**src/logic/rsg_pkg.sv**
```systemverilog
/*
 Constants, field layout and state type for the rail sequencing and group event block.
 Assumes a synchronous single clock design; users reference items as rsg_pkg::name.
*/
package rsg_pkg;
	localparam logic [7:0] RSG_CMD_ORDER = 8'hE0;
	localparam logic [7:0] RSG_CMD_GROUP = 8'hE2;
	localparam logic [7:0] RSG_CMD_IDENT = 8'hE4;
	localparam logic [4:0] RSG_LEN_ORDER = 5'h02;
	localparam logic [4:0] RSG_LEN_GROUP = 5'h04;
	localparam logic [4:0] RSG_LEN_IDENT = 5'h10;
	localparam logic [4:0] RSG_LEN_NONE = 5'h00;
	localparam logic [15:0] RSG_ORDER_MASK = 16'h9F9F;
	localparam logic [31:0] RSG_GROUP_MASK = 32'h003F3F3F;
	localparam int RSG_ID_W = 5;
	localparam int RSG_PRE_EN_BIT = 15;
	localparam int RSG_PRE_ID_LSB = 8;
	localparam int RSG_FOL_EN_BIT = 7;
	localparam int RSG_FOL_ID_LSB = 0;
	localparam int RSG_VOUT_EN_BIT = 21;
	localparam int RSG_VOUT_ID_LSB = 16;
	localparam int RSG_OPER_EN_BIT = 13;
	localparam int RSG_OPER_ID_LSB = 8;
	localparam int RSG_FAIL_MODE_BIT = 5;
	localparam int RSG_FAIL_ID_LSB = 0;
	localparam int RSG_EV_DATA_W = 16;
	localparam int RSG_OPER_W = 8;
	localparam logic [2:0] RSG_EV_POWER_GOOD = 3'h1;
	localparam logic [2:0] RSG_EV_POWER_DOWN = 3'h2;
	localparam logic [2:0] RSG_EV_VOUT = 3'h3;
	localparam logic [2:0] RSG_EV_OPERATION = 3'h4;
	localparam logic [2:0] RSG_EV_POWER_FAIL = 3'h5;
	typedef enum logic [1:0] {
		RSG_ST_OFF,
		RSG_ST_WAIT_PRE,
		RSG_ST_ON,
		RSG_ST_OFF_DELAY
	} rsg_state_type;
endpackage

```
**src/logic/rsg_seq_if.sv**
```systemverilog
/*
 Carrier between the command and event front end and the rail state machine.
 Assumes both ends share clk and sys_rst.
*/
`timescale 1ns/10ps
interface rsg_seq_if #(
	parameter int DELAY_W = 16
);
	logic en_req;
	logic pre_ok;
	logic follow_down;
	logic fail_seq;
	logic fail_imm;
	logic [DELAY_W-1:0] delay_val;
	logic rail_on;
	logic waiting;
	modport ctrl (
		output en_req, pre_ok, follow_down, fail_seq, fail_imm, delay_val,
		input rail_on, waiting
	);
	modport seq (
		input en_req, pre_ok, follow_down, fail_seq, fail_imm, delay_val,
		output rail_on, waiting
	);
endinterface

```
**src/logic/rsg_rail_seq.sv**
```systemverilog
/*
 Rail on/off state machine with turn-off delay and shutdown lockout.
 Assumes decoded event pulses arrive synchronous to clk, one cycle each.
*/
`timescale 1ns/10ps
module rsg_rail_seq #(
	parameter int DELAY_W = 16
) (
	input wire logic clk,
	input wire logic sys_rst,
	rsg_seq_if.seq sq
);
	rsg_pkg::rsg_state_type state;
	rsg_pkg::rsg_state_type next_state;
	logic [DELAY_W-1:0] cnt;
	logic [DELAY_W-1:0] next_cnt;
	logic lock;
	logic next_lock;
	logic on_q;
	logic next_on;
	logic wait_q;
	logic next_wait;

	assign sq.rail_on = on_q;
	assign sq.waiting = wait_q;

	always_comb begin
		next_state = state;
		next_cnt = cnt;
		next_lock = lock;
		next_on = on_q;
		// Lockout holds the rail off until the enable request is recycled
		if (!sq.en_req) begin
			next_lock = 1'b0;
		end
		if (sq.fail_seq || sq.fail_imm) begin
			next_lock = 1'b1;
		end
		case (state)
			rsg_pkg::RSG_ST_OFF: begin
				if (sq.en_req && !lock && !sq.fail_seq && !sq.fail_imm) begin
					next_state = rsg_pkg::RSG_ST_WAIT_PRE;
				end
			end
			rsg_pkg::RSG_ST_WAIT_PRE: begin
				if (!sq.en_req || lock || sq.fail_seq || sq.fail_imm) begin
					next_state = rsg_pkg::RSG_ST_OFF;
				end else if (sq.pre_ok) begin
					next_state = rsg_pkg::RSG_ST_ON;
					next_on = 1'b1;
				end
			end
			rsg_pkg::RSG_ST_ON: begin
				if (sq.fail_imm) begin
					next_state = rsg_pkg::RSG_ST_OFF;
					next_on = 1'b0;
				end else if (!sq.en_req || sq.follow_down || sq.fail_seq) begin
					next_state = rsg_pkg::RSG_ST_OFF_DELAY;
					next_cnt = sq.delay_val;
					if (sq.follow_down) begin
						next_lock = 1'b1;
					end
				end
			end
			rsg_pkg::RSG_ST_OFF_DELAY: begin
				if (sq.fail_imm || cnt == '0) begin
					next_state = rsg_pkg::RSG_ST_OFF;
					next_on = 1'b0;
				end else begin
					next_cnt = cnt - 1'b1;
				end
			end
			default: begin
				next_state = rsg_pkg::RSG_ST_OFF;
				next_on = 1'b0;
			end
		endcase
		next_wait = (next_state == rsg_pkg::RSG_ST_WAIT_PRE);
	end

	always_ff @(posedge clk) begin
		if (sys_rst) begin
			state <= rsg_pkg::RSG_ST_OFF;
			cnt <= '0;
			lock <= 1'b0;
			on_q <= 1'b0;
			wait_q <= 1'b0;
		end else begin
			state <= next_state;
			cnt <= next_cnt;
			lock <= next_lock;
			on_q <= next_on;
			wait_q <= next_wait;
		end
	end
endmodule

```
**src/logic/rsg_rail_sequencer.sv**
```systemverilog
/*
 Top of the rail sequencing and group event block: command register file,
 event bus decode, broadcast responses and the rail state machine.
 Assumes command and event inputs are synchronous to clk and each lasts one cycle.
*/
`timescale 1ns/10ps
module rsg_rail_sequencer #(
	parameter int DELAY_W = 16,
	parameter logic [15:0] ORDER_RESET = 16'h0000,
	parameter logic [31:0] GROUP_RESET = 32'h00000000,
	// Arbitrary identifier text, byte 0 in the low bits
	parameter logic [127:0] IDENT_VALUE = 128'h3130305F3044495F5145535F4C494152
) (
	input wire logic clk,
	input wire logic sys_rst,
	input wire logic cmd_valid,
	input wire logic cmd_write,
	input wire logic [7:0] cmd_code,
	input wire logic [4:0] cmd_count,
	input wire logic [31:0] cmd_wdata,
	output logic rsp_valid,
	output logic rsp_ok,
	output logic [4:0] rsp_count,
	output logic [127:0] rsp_data,
	input wire logic enable_request,
	input wire logic current_share_setup,
	input wire logic [DELAY_W-1:0] off_delay,
	input wire logic ev_valid,
	input wire logic [2:0] ev_kind,
	input wire logic [4:0] ev_source,
	input wire logic [4:0] ev_group,
	input wire logic ev_share,
	input wire logic [15:0] ev_data,
	output logic rail_on,
	output logic rail_waiting,
	output logic preceding_seen,
	output logic vout_update,
	output logic [15:0] vout_value,
	output logic oper_update,
	output logic [7:0] oper_value,
	output logic fail_taken
);
	rsg_seq_if #(.DELAY_W(DELAY_W)) sq ();

	logic [15:0] rail_order_config;
	logic [15:0] next_order;
	logic [31:0] rail_group_config;
	logic [31:0] next_group;
	logic next_rsp_valid;
	logic next_rsp_ok;
	logic [4:0] next_rsp_count;
	logic [127:0] next_rsp_data;
	logic pre_good;
	logic next_pre_good;
	logic next_vout_update;
	logic [15:0] next_vout_value;
	logic next_oper_update;
	logic [7:0] next_oper_value;
	logic next_fail_taken;
	logic pre_en;
	logic fol_en;
	logic [4:0] preceding_rail_number;
	logic [4:0] following_rail_number;
	logic fail_group_hit;
	logic fail_share_hit;
	logic fail_any;
	logic ev_good_pre;
	logic ev_down_pre;
	logic ev_fail;
	logic ev_vout_hit;
	logic ev_oper_hit;
	logic wr_order;
	logic wr_group;

	// Five-bit field at a given position of a 32-bit word
	function automatic logic [4:0] field5(input logic [31:0] word, input int lsb);
		logic [31:0] shifted;
		shifted = word >> lsb;
		return shifted[4:0];
	endfunction

	// Enabled identifier comparison used by every event filter except the current-share power-fail match
	function automatic logic id_hit(input logic en, input logic [4:0] own, input logic [4:0] seen);
		return en && (own == seen);
	endfunction

	function automatic logic ev_is(input logic valid, input logic [2:0] kind, input logic [2:0] want);
		return valid && (kind == want);
	endfunction

	// Write accepted only with the exact byte count of its command
	function automatic logic wr_hit(input logic [7:0] code, input logic [4:0] count,
		input logic [7:0] want, input logic [4:0] len);
		return (code == want) && (count == len);
	endfunction

	assign pre_en = rail_order_config[rsg_pkg::RSG_PRE_EN_BIT];
	assign fol_en = rail_order_config[rsg_pkg::RSG_FOL_EN_BIT];
	assign preceding_rail_number = field5({16'h0000, rail_order_config}, rsg_pkg::RSG_PRE_ID_LSB);
	assign following_rail_number = field5({16'h0000, rail_order_config}, rsg_pkg::RSG_FOL_ID_LSB);

	// Event and write decode shared by the trackers below
	assign ev_good_pre = ev_is(ev_valid, ev_kind, rsg_pkg::RSG_EV_POWER_GOOD) &&
		id_hit(1'b1, preceding_rail_number, ev_source);
	assign ev_down_pre = ev_is(ev_valid, ev_kind, rsg_pkg::RSG_EV_POWER_DOWN) &&
		id_hit(1'b1, preceding_rail_number, ev_source);
	assign ev_fail = ev_is(ev_valid, ev_kind, rsg_pkg::RSG_EV_POWER_FAIL);
	assign ev_vout_hit = ev_is(ev_valid, ev_kind, rsg_pkg::RSG_EV_VOUT) &&
		id_hit(rail_group_config[rsg_pkg::RSG_VOUT_EN_BIT],
		field5(rail_group_config, rsg_pkg::RSG_VOUT_ID_LSB), ev_group);
	assign ev_oper_hit = ev_is(ev_valid, ev_kind, rsg_pkg::RSG_EV_OPERATION) &&
		id_hit(rail_group_config[rsg_pkg::RSG_OPER_EN_BIT],
		field5(rail_group_config, rsg_pkg::RSG_OPER_ID_LSB), ev_group);
	assign wr_order = cmd_valid && cmd_write &&
		wr_hit(cmd_code, cmd_count, rsg_pkg::RSG_CMD_ORDER, rsg_pkg::RSG_LEN_ORDER);
	assign wr_group = cmd_valid && cmd_write &&
		wr_hit(cmd_code, cmd_count, rsg_pkg::RSG_CMD_GROUP, rsg_pkg::RSG_LEN_GROUP);

	// Order word; a refused write leaves it untouched
	always_comb begin
		next_order = rail_order_config;
		if (wr_order) begin
			next_order = cmd_wdata[15:0] & rsg_pkg::RSG_ORDER_MASK;
		end
	end

	always_ff @(posedge clk) begin
		if (sys_rst) begin
			rail_order_config <= ORDER_RESET & rsg_pkg::RSG_ORDER_MASK;
		end else begin
			rail_order_config <= next_order;
		end
	end

	// Group block
	always_comb begin
		next_group = rail_group_config;
		if (wr_group) begin
			next_group = cmd_wdata & rsg_pkg::RSG_GROUP_MASK;
		end
	end

	always_ff @(posedge clk) begin
		if (sys_rst) begin
			rail_group_config <= GROUP_RESET & rsg_pkg::RSG_GROUP_MASK;
		end else begin
			rail_group_config <= next_group;
		end
	end

	// Command answers; wrong length or identifier write is refused
	always_comb begin
		next_rsp_valid = cmd_valid;
		next_rsp_ok = 1'b0;
		next_rsp_count = rsg_pkg::RSG_LEN_NONE;
		next_rsp_data = '0;
		if (cmd_valid) begin
			case (cmd_code)
				rsg_pkg::RSG_CMD_ORDER: begin
					if (!cmd_write) begin
						next_rsp_ok = 1'b1;
						next_rsp_count = rsg_pkg::RSG_LEN_ORDER;
						next_rsp_data = {112'h0, rail_order_config};
					end else if (cmd_count == rsg_pkg::RSG_LEN_ORDER) begin
						next_rsp_ok = 1'b1;
						next_rsp_count = rsg_pkg::RSG_LEN_ORDER;
					end
				end
				rsg_pkg::RSG_CMD_GROUP: begin
					if (!cmd_write) begin
						next_rsp_ok = 1'b1;
						next_rsp_count = rsg_pkg::RSG_LEN_GROUP;
						next_rsp_data = {96'h0, rail_group_config};
					end else if (cmd_count == rsg_pkg::RSG_LEN_GROUP) begin
						next_rsp_ok = 1'b1;
						next_rsp_count = rsg_pkg::RSG_LEN_GROUP;
					end
				end
				rsg_pkg::RSG_CMD_IDENT: begin
					// Read-only: a write is refused and stores nothing
					if (!cmd_write) begin
						next_rsp_ok = 1'b1;
						next_rsp_count = rsg_pkg::RSG_LEN_IDENT;
						next_rsp_data = IDENT_VALUE;
					end
				end
				default: begin
					next_rsp_ok = 1'b0;
				end
			endcase
		end
	end

	always_ff @(posedge clk) begin
		if (sys_rst) begin
			rsp_valid <= 1'b0;
			rsp_ok <= 1'b0;
			rsp_count <= rsg_pkg::RSG_LEN_NONE;
			rsp_data <= '0;
		end else begin
			rsp_valid <= next_rsp_valid;
			rsp_ok <= next_rsp_ok;
			rsp_count <= next_rsp_count;
			rsp_data <= next_rsp_data;
		end
	end

	// Preceding rail power-good tracking
	always_comb begin
		next_pre_good = pre_good;
		if (ev_down_pre) begin
			next_pre_good = 1'b0;
		end
		if (ev_good_pre) begin
			next_pre_good = 1'b1;
		end
	end

	always_ff @(posedge clk) begin
		if (sys_rst) begin
			pre_good <= 1'b0;
		end else begin
			pre_good <= next_pre_good;
		end
	end

	// Power-fail matching by own group, or by current-share membership
	assign fail_group_hit = ev_fail &&
		id_hit(1'b1, field5(rail_group_config, rsg_pkg::RSG_FAIL_ID_LSB), ev_group);
	assign fail_share_hit = ev_fail && current_share_setup && ev_share;
	assign fail_any = fail_group_hit || fail_share_hit;

	// Shared phases must drop together, so a share hit always stops at once
	assign sq.en_req = enable_request;
	assign sq.pre_ok = !pre_en || pre_good;
	assign sq.follow_down = ev_is(ev_valid, ev_kind, rsg_pkg::RSG_EV_POWER_DOWN) &&
		id_hit(fol_en, following_rail_number, ev_source);
	assign sq.fail_imm = fail_share_hit ||
		(fail_group_hit && rail_group_config[rsg_pkg::RSG_FAIL_MODE_BIT]);
	assign sq.fail_seq = fail_group_hit && !fail_share_hit &&
		!rail_group_config[rsg_pkg::RSG_FAIL_MODE_BIT];
	assign sq.delay_val = off_delay;

	// Broadcast output-voltage events; the value holds until the next match
	always_comb begin
		next_vout_update = ev_vout_hit;
		next_vout_value = vout_value;
		if (ev_vout_hit) begin
			next_vout_value = ev_data;
		end
	end

	always_ff @(posedge clk) begin
		if (sys_rst) begin
			vout_update <= 1'b0;
			vout_value <= '0;
		end else begin
			vout_update <= next_vout_update;
			vout_value <= next_vout_value;
		end
	end

	// Broadcast operation events; only the low byte is meaningful
	always_comb begin
		next_oper_update = ev_oper_hit;
		next_oper_value = oper_value;
		if (ev_oper_hit) begin
			next_oper_value = ev_data[rsg_pkg::RSG_OPER_W-1:0];
		end
	end

	always_ff @(posedge clk) begin
		if (sys_rst) begin
			oper_update <= 1'b0;
			oper_value <= '0;
		end else begin
			oper_update <= next_oper_update;
			oper_value <= next_oper_value;
		end
	end

	// Power-fail acknowledge, one pulse per matching event
	always_comb begin
		next_fail_taken = fail_any;
	end

	always_ff @(posedge clk) begin
		if (sys_rst) begin
			fail_taken <= 1'b0;
		end else begin
			fail_taken <= next_fail_taken;
		end
	end

	assign rail_on = sq.rail_on;
	assign rail_waiting = sq.waiting;
	assign preceding_seen = pre_good;

	rsg_rail_seq #(
		.DELAY_W(DELAY_W)
	) u_seq (
		.clk(clk),
		.sys_rst(sys_rst),
		.sq(sq)
	);
endmodule

```
**config.mk**
```make
export PLATFORM = sky130hd
export DESIGN_NAME = rsg_rail_sequencer
export DESIGN_NICKNAME = d
export VERILOG_FILES = /design/src/logic/rsg_pkg.sv /design/src/logic/rsg_seq_if.sv /design/src/logic/rsg_rail_seq.sv /design/src/logic/rsg_rail_sequencer.sv
export SDC_FILE = /design/constraint.sdc
export NUM_CORES = 1
export LEC_CHECK = 0
export ABC_CLOCK_PERIOD_IN_PS = 2450
export CAP_MARGIN = 10
export CELL_PAD_IN_SITES_DETAIL_PLACEMENT = 0
export CELL_PAD_IN_SITES_GLOBAL_PLACEMENT = 1
export CORE_MARGIN = 2
export CORE_UTILIZATION = 45
export DETAILED_ROUTE_END_ITERATION = 6
export DONT_BUFFER_PORTS = 1
export GPL_TIMING_DRIVEN = 0
export PLACE_DENSITY = 0.85
export SYNTH_ARGS = -nofsm -noshare
export SYNTH_HDL_FRONTEND = slang
export SYNTH_SLANG_ARGS = --single-unit
```
**constraint.sdc**
```tcl
create_clock -name clk -period 2.45 [get_ports clk]
set_input_delay 0.1225 -clock clk [delete_from_list [all_inputs] [get_ports clk]]
set_output_delay 0.1225 -clock clk [all_outputs]
set_load 0.01 [all_outputs]
```
# Word level (Yosys, flattened, before mapping)
# Index checks and enable logic that the tools add are counted.
word_totals:
  elab_cells: 137
  out_inout_bits: 165
  regBits: 214
  inputBits: 98
classes:
  addsub: 1
  mux: 40
  n_reduce_logical: 52
  bitwise_logic: 1
  eq_ne: 26
ops:
  columns: ["cell", "count"]
  rows:
  - ["one-hot mux 126 bit (3 select lines)", 1]
  - ["two-way mux 126 bit", 1]
  - ["two-way mux 16 bit", 4]
  - ["one-hot mux 16 bit (2 select lines)", 1]
  - ["logical AND 1 bit", 27]
  - ["equality test 5 bit", 5]
  - ["equality test 8 bit (second input constant)", 3]
  - ["two-way mux 22 bit", 1]
  - ["two-way mux 1 bit", 17]
  - ["logical NOT 16 bit", 1]
  - ["two-way mux 2 bit", 8]
  - ["subtractor 16 x 1 -> 16 bit (second input constant)", 1]
  - ["one-hot mux 5 bit (3 select lines)", 1]
  - ["logical OR 1 bit", 10]
  - ["!= test 2 bit (second input constant)", 4]
  - ["one-hot mux 2 bit (4 select lines)", 1]
  - ["logical NOT 1 bit", 7]
  - ["equality test 3 x 2 -> 1 bit (second input constant)", 2]
  - ["equality test 3 bit (second input constant)", 2]
  - ["two-way mux 3 bit", 2]
  - ["!= test 2 x 1 -> 1 bit (second input constant)", 3]
  - ["one-hot mux 1 bit (3 select lines)", 2]
  - ["equality test 5 x 2 -> 1 bit (second input constant)", 1]
  - ["equality test 5 x 3 -> 1 bit (second input constant)", 1]
  - ["11 further kinds", 14]

# Depth between registers and ports, before layout
logic_depth:
  word_depth: 13
  mapped_depth: 10
  ltp_nobuf: 8

# Hierarchy
# From an unflattened synthesis, not the netlist that was laid out.
hier_totals:
  cells_unflattened: 688
  hier_area_um2: 5713.0
by_module_without_submodules:
  columns: ["module", "n_inst", "area_each_um2", "cells_each", "seq_area_each_um2"]
  rows:
  - ["rsg_rail_sequencer", 1, 4403.0, 517, 1661.6]
  - ["rsg_rail_seq", 1, 1310.0, 171, 420.4]

# Worst setup path before layout
# No wires, ideal clock.
synth_path:
  path_type: "register -> register"
  from: "register u_seq.cnt[10]"
  to: "register u_seq.cnt[10]"
  slack_ns: 0.313
  stages_incl_launch_ff: 8
  arrival_time_ns: 2.007
  path_buffers: 2
  path_cell_list: "dfxtp_1 -> or4_4 -> or3_4 -> o31a_1 -> buf_6 -> buf_6 -> a21oi_1 -> o31ai_2"
synth_between:
  elab_chain_cells: 4
synth_lines:
  columns: ["element", "line_no", "text"]
  rows:
  - ["start: declaration", "rsg_rail_seq.sv:15", "logic [DELAY_W-1:0] cnt;"]
  - ["start signal: assignment", "rsg_rail_seq.sv:90", "cnt <= next_cnt;"]
  - ["branches (longest 4 deep; another with subtractor 16 x 1 -> 16 bit)", null, null]
# Parallel ways; which one is timed is not known. The select of a mux whose other input is x is not followed.
# A chain may end at the register's enable or synchronous reset.

# Worst setup path in the final report
# Same ends and word-level chain as after synthesis.

==> flow_summary.yaml <==
floorplan:
  io_pins: 263
  initial_core_util_pct: 45.5
  std_cell_rows: 40
  die_h_um: 114
  coreArea_mm2: 0.0119
  die_w_um: 114
  dieArea_mm2: 0.0129
setup_path:
  worstSetupPathType: "reg2reg"
  critPathLaunchType: "flip-flop"
  worstPathMaxFanout: 10
  critPathArrivalTime_ns: 2.54
  crit_path_end_kind: "flip-flop"
  required_ns: 2.67
final_layout:
  finalNonFillerCells: 920
  diodes: 0
  area_growth_pct: 23.6
  nNetsFinal: 867
  layout-drive-gt1-share_pct: 19.3
  stdcell_area_mm2: 0.00668
timing:
  worst_pin_slew_ns: 1.02
  fmax_mhz: 431
  slew_headroom_pct: 31.4
  period_minus_slack_ns: 2.32
  fin_crit_sh_pct: 94.7
  setup_viol: 0
  hold_viol: 0
  drv_slew: 0
  rsz0062_at_grt: "false"
  skew_ns: 0.00805
grt:
  grt_max_degree: 35
  grt_pass1_wl_um: 23100
  track_usage_pct: 23.0
  antenna_found_initial: 0
  grt_overflow: 0
  grt_pass1_vias: 4489
placed_design:
  dpl.hpwl_um: 11300
  port_buffers: 0
  placed_cell_area_mm2: 0.00584
  dp_cells: 858
  routabilityCongestion: 0.918
power_and_ir_drop:
  p_per_area_mw_per_mm2: 574
  p_comb_share_pct: 11.9
  swShare_pct: 24.2
  switchingPower_w: 0.000926
  p_clk_share_pct: 43.2
  leakage_nw: 2.83
  p_int_w: 0.00291
  seqPwrFrac_pct: 44.9
  ir_drop_v: 0.000506
clock_tree:
  cts.path.max_buffers: 2
  clock-sinks: 104
  clk_pin_slew_ns: 0.07
  htree_levels: 3
  clk_latency_ns: 0.35
  ctsRootBufferMaster: "clkbuf_16"
  tritoncts: "yes"
  post-cts-setup-buffers: 0
  cts_buffers: 9
synth:
  seq_area_frac_synth_pct: 38.6
  synth_area_mm2: 0.00540
  postSynthAreaPerCell_um2: 8.32
  async_reset_ff_share_pct: 0
  synthFlopType: "dfxtp_1"
  synthCells: 649
  synth-seq-cells: 104
  synth_cell_types: 57
  yosys_warnings: 0
  synth_edf_count: 0
hold_path:
  hold_path.class: "in2reg"
detailed_routing:
  wl_um: 15300
  dr.pass1.iters: 5
  drt_iter0_drc: 212
  num_vias: 4714
  wl_per_cell_um: 16.6
  antenna_left: 0
  remaining_drc_errors: 0
  avgViaCountPerCell: 5.12
status:
  status: "complete, no violations"
run:
  max_cap_viol_count: 0
-- final cells by class --
cell class / count / area, um^2
Tap cell: 147 / 184
Clock inverter: 7 / 119
Fill cell: 1077 / 5180
Buffer: 138 / 950
Multi-Input combinational cell: 457 / 2590
Clock buffer: 9 / 225
Inverter: 11 / 41.3
Timing Repair Buffer: 47 / 488
Sequential cell: 104 / 2080
-- cell usage after synthesis, drive strengths merged, types with 11 or more instances --
library cell    n  share of area, %
xor2           15               2.4
inv            11              0.76
o21ai          16               1.6
o31ai          13               1.9
a21oi          57               5.4
buf           117                16
nand2          82               5.8
dfxtp         104                39
clkbuf         21               1.5
mux2i          32               5.9
nor2           61               4.2
nor3           18               1.7
-- power groups by stage --
stage	logic [W]	clock network, W	registers, W
6_report	0.000457	0.00165	0.00172
3_5_place_dp	0.000373	0	0.00176
4_1_cts	0.000443	0.00168	0.00172
5_1_grt	0.000496	0.00174	0.00172
2_1_floorplan	0.000308	0	0.00176
3_3_place_gp	0.000366	0	0.00176
-- sequential cells by signal, summed over array words and instances (netlist names), 2 cells and up --
register and flops:
rsp_data 21, rail_group_config 18, u_seq.cnt 16, vout_value 16
rail_order_config 12, oper_value 8, rsp_count 2, u_seq.state 2
-- layout by cell type, fill, tap and decap left out, types with 4 or more instances in the layout --
| master | instances |
|---|---|
| o21ai_1 | 5 |
| nor3_1 | 18 |
| a21oi_1 | 56 |
| dlygate4sd3_1 | 46 |
| nor2b_1 | 5 |
| or3_1 | 6 |
| o21ai_0 | 10 |
| nand4_1 | 5 |
| nor2_1 | 61 |
| clkbuf_16 | 9 |
| inv_1 | 11 |
| conb_1 | 62 |
| clkbuf_1 | 20 |
| xor2_1 | 15 |
| nor4_1 | 4 |
| or4_1 | 4 |
| buf_4 | 110 |
| xnor2_1 | 10 |
| nand2_1 | 80 |
| and2_1 | 6 |
| dfxtp_1 | 104 |
| o31ai_1 | 11 |
| nand3b_1 | 6 |
| mux2i_1 | 32 |
| nand3_1 | 9 |
-- final timing paths --
path	depth (start not counted)	from	slack (ns)	to
worst max-delay path	7	u_seq.cnt[10]	0.13	u_seq.cnt[10]
worst min-delay path	2	off_delay[7]	0.009	u_seq.cnt[7]
worst max register to register	7	u_seq.cnt[10]	0.13	u_seq.cnt[10]
worst min register to register	2	rail_order_config[15]	0.46	rail_order_config[15]
-- routing by layer --
| layer | wire length [um] | GRT usage, % |
|---|---|---|
| met1 | 6110 | 26.7 |
| met2 | 7520 | 39.8 |
| met3 | 1420 | 7.33 |
| met4 | 265 | 8.54 |
| met5 | 0 | 0 |
-- critical path, cell delays in order, from the launching register on --
cell and delay, ns:
dfxtp_1 0.37, or4_4 0.59, or3_4 0.38, o31a_1 0.30, buf_6 0.15, buf_6 0.15, a21oi_1 0.16, o31ai_2 0.08
-- cell families (layout without fill, tap and decap cells) --
family                   after synthesis  after routing  synth area share, %
AND/OR/NAND/NOR                      220            220                 19.1
buffers and inverters                149            212                 18.3
AO/OA/AOI/OAI                        117            117                 13.7
flip-flops                           104            104                 38.6
multiplexers                          32             32                 5.93
XOR/XNOR                              25             25                 4.05
adder cells (fa/ha/maj)                1              1                0.232
other                                  1             62               0.0694
-- repair_timing --
action	CTS	global route
setup endpoints to repair	18	19
gates resized for setup	2	5
hold buffers	46	0
endpoints found under the hold margin	68	0
-- stage by stage --
step	total power (W)	setup TNS [ns]	setup slack (ns)	hold slack, ns	utilization (%)
finish	0.00383	0	0.131	0.00873	56.3
global route	0.00396	0	0.0177	0.0314	56.3
CTS	0.00384	0	0.0114	0.00424	56.1
detailed placement	0.00213	-0.812	-0.161	0.222	49.2
global placement	0.00212	-0.0412	-0.0125	0.218	49.0
floorplan	0.00206	0	0.313	0.212	-
No activity file was read; power rests on OpenSTA's default activity.
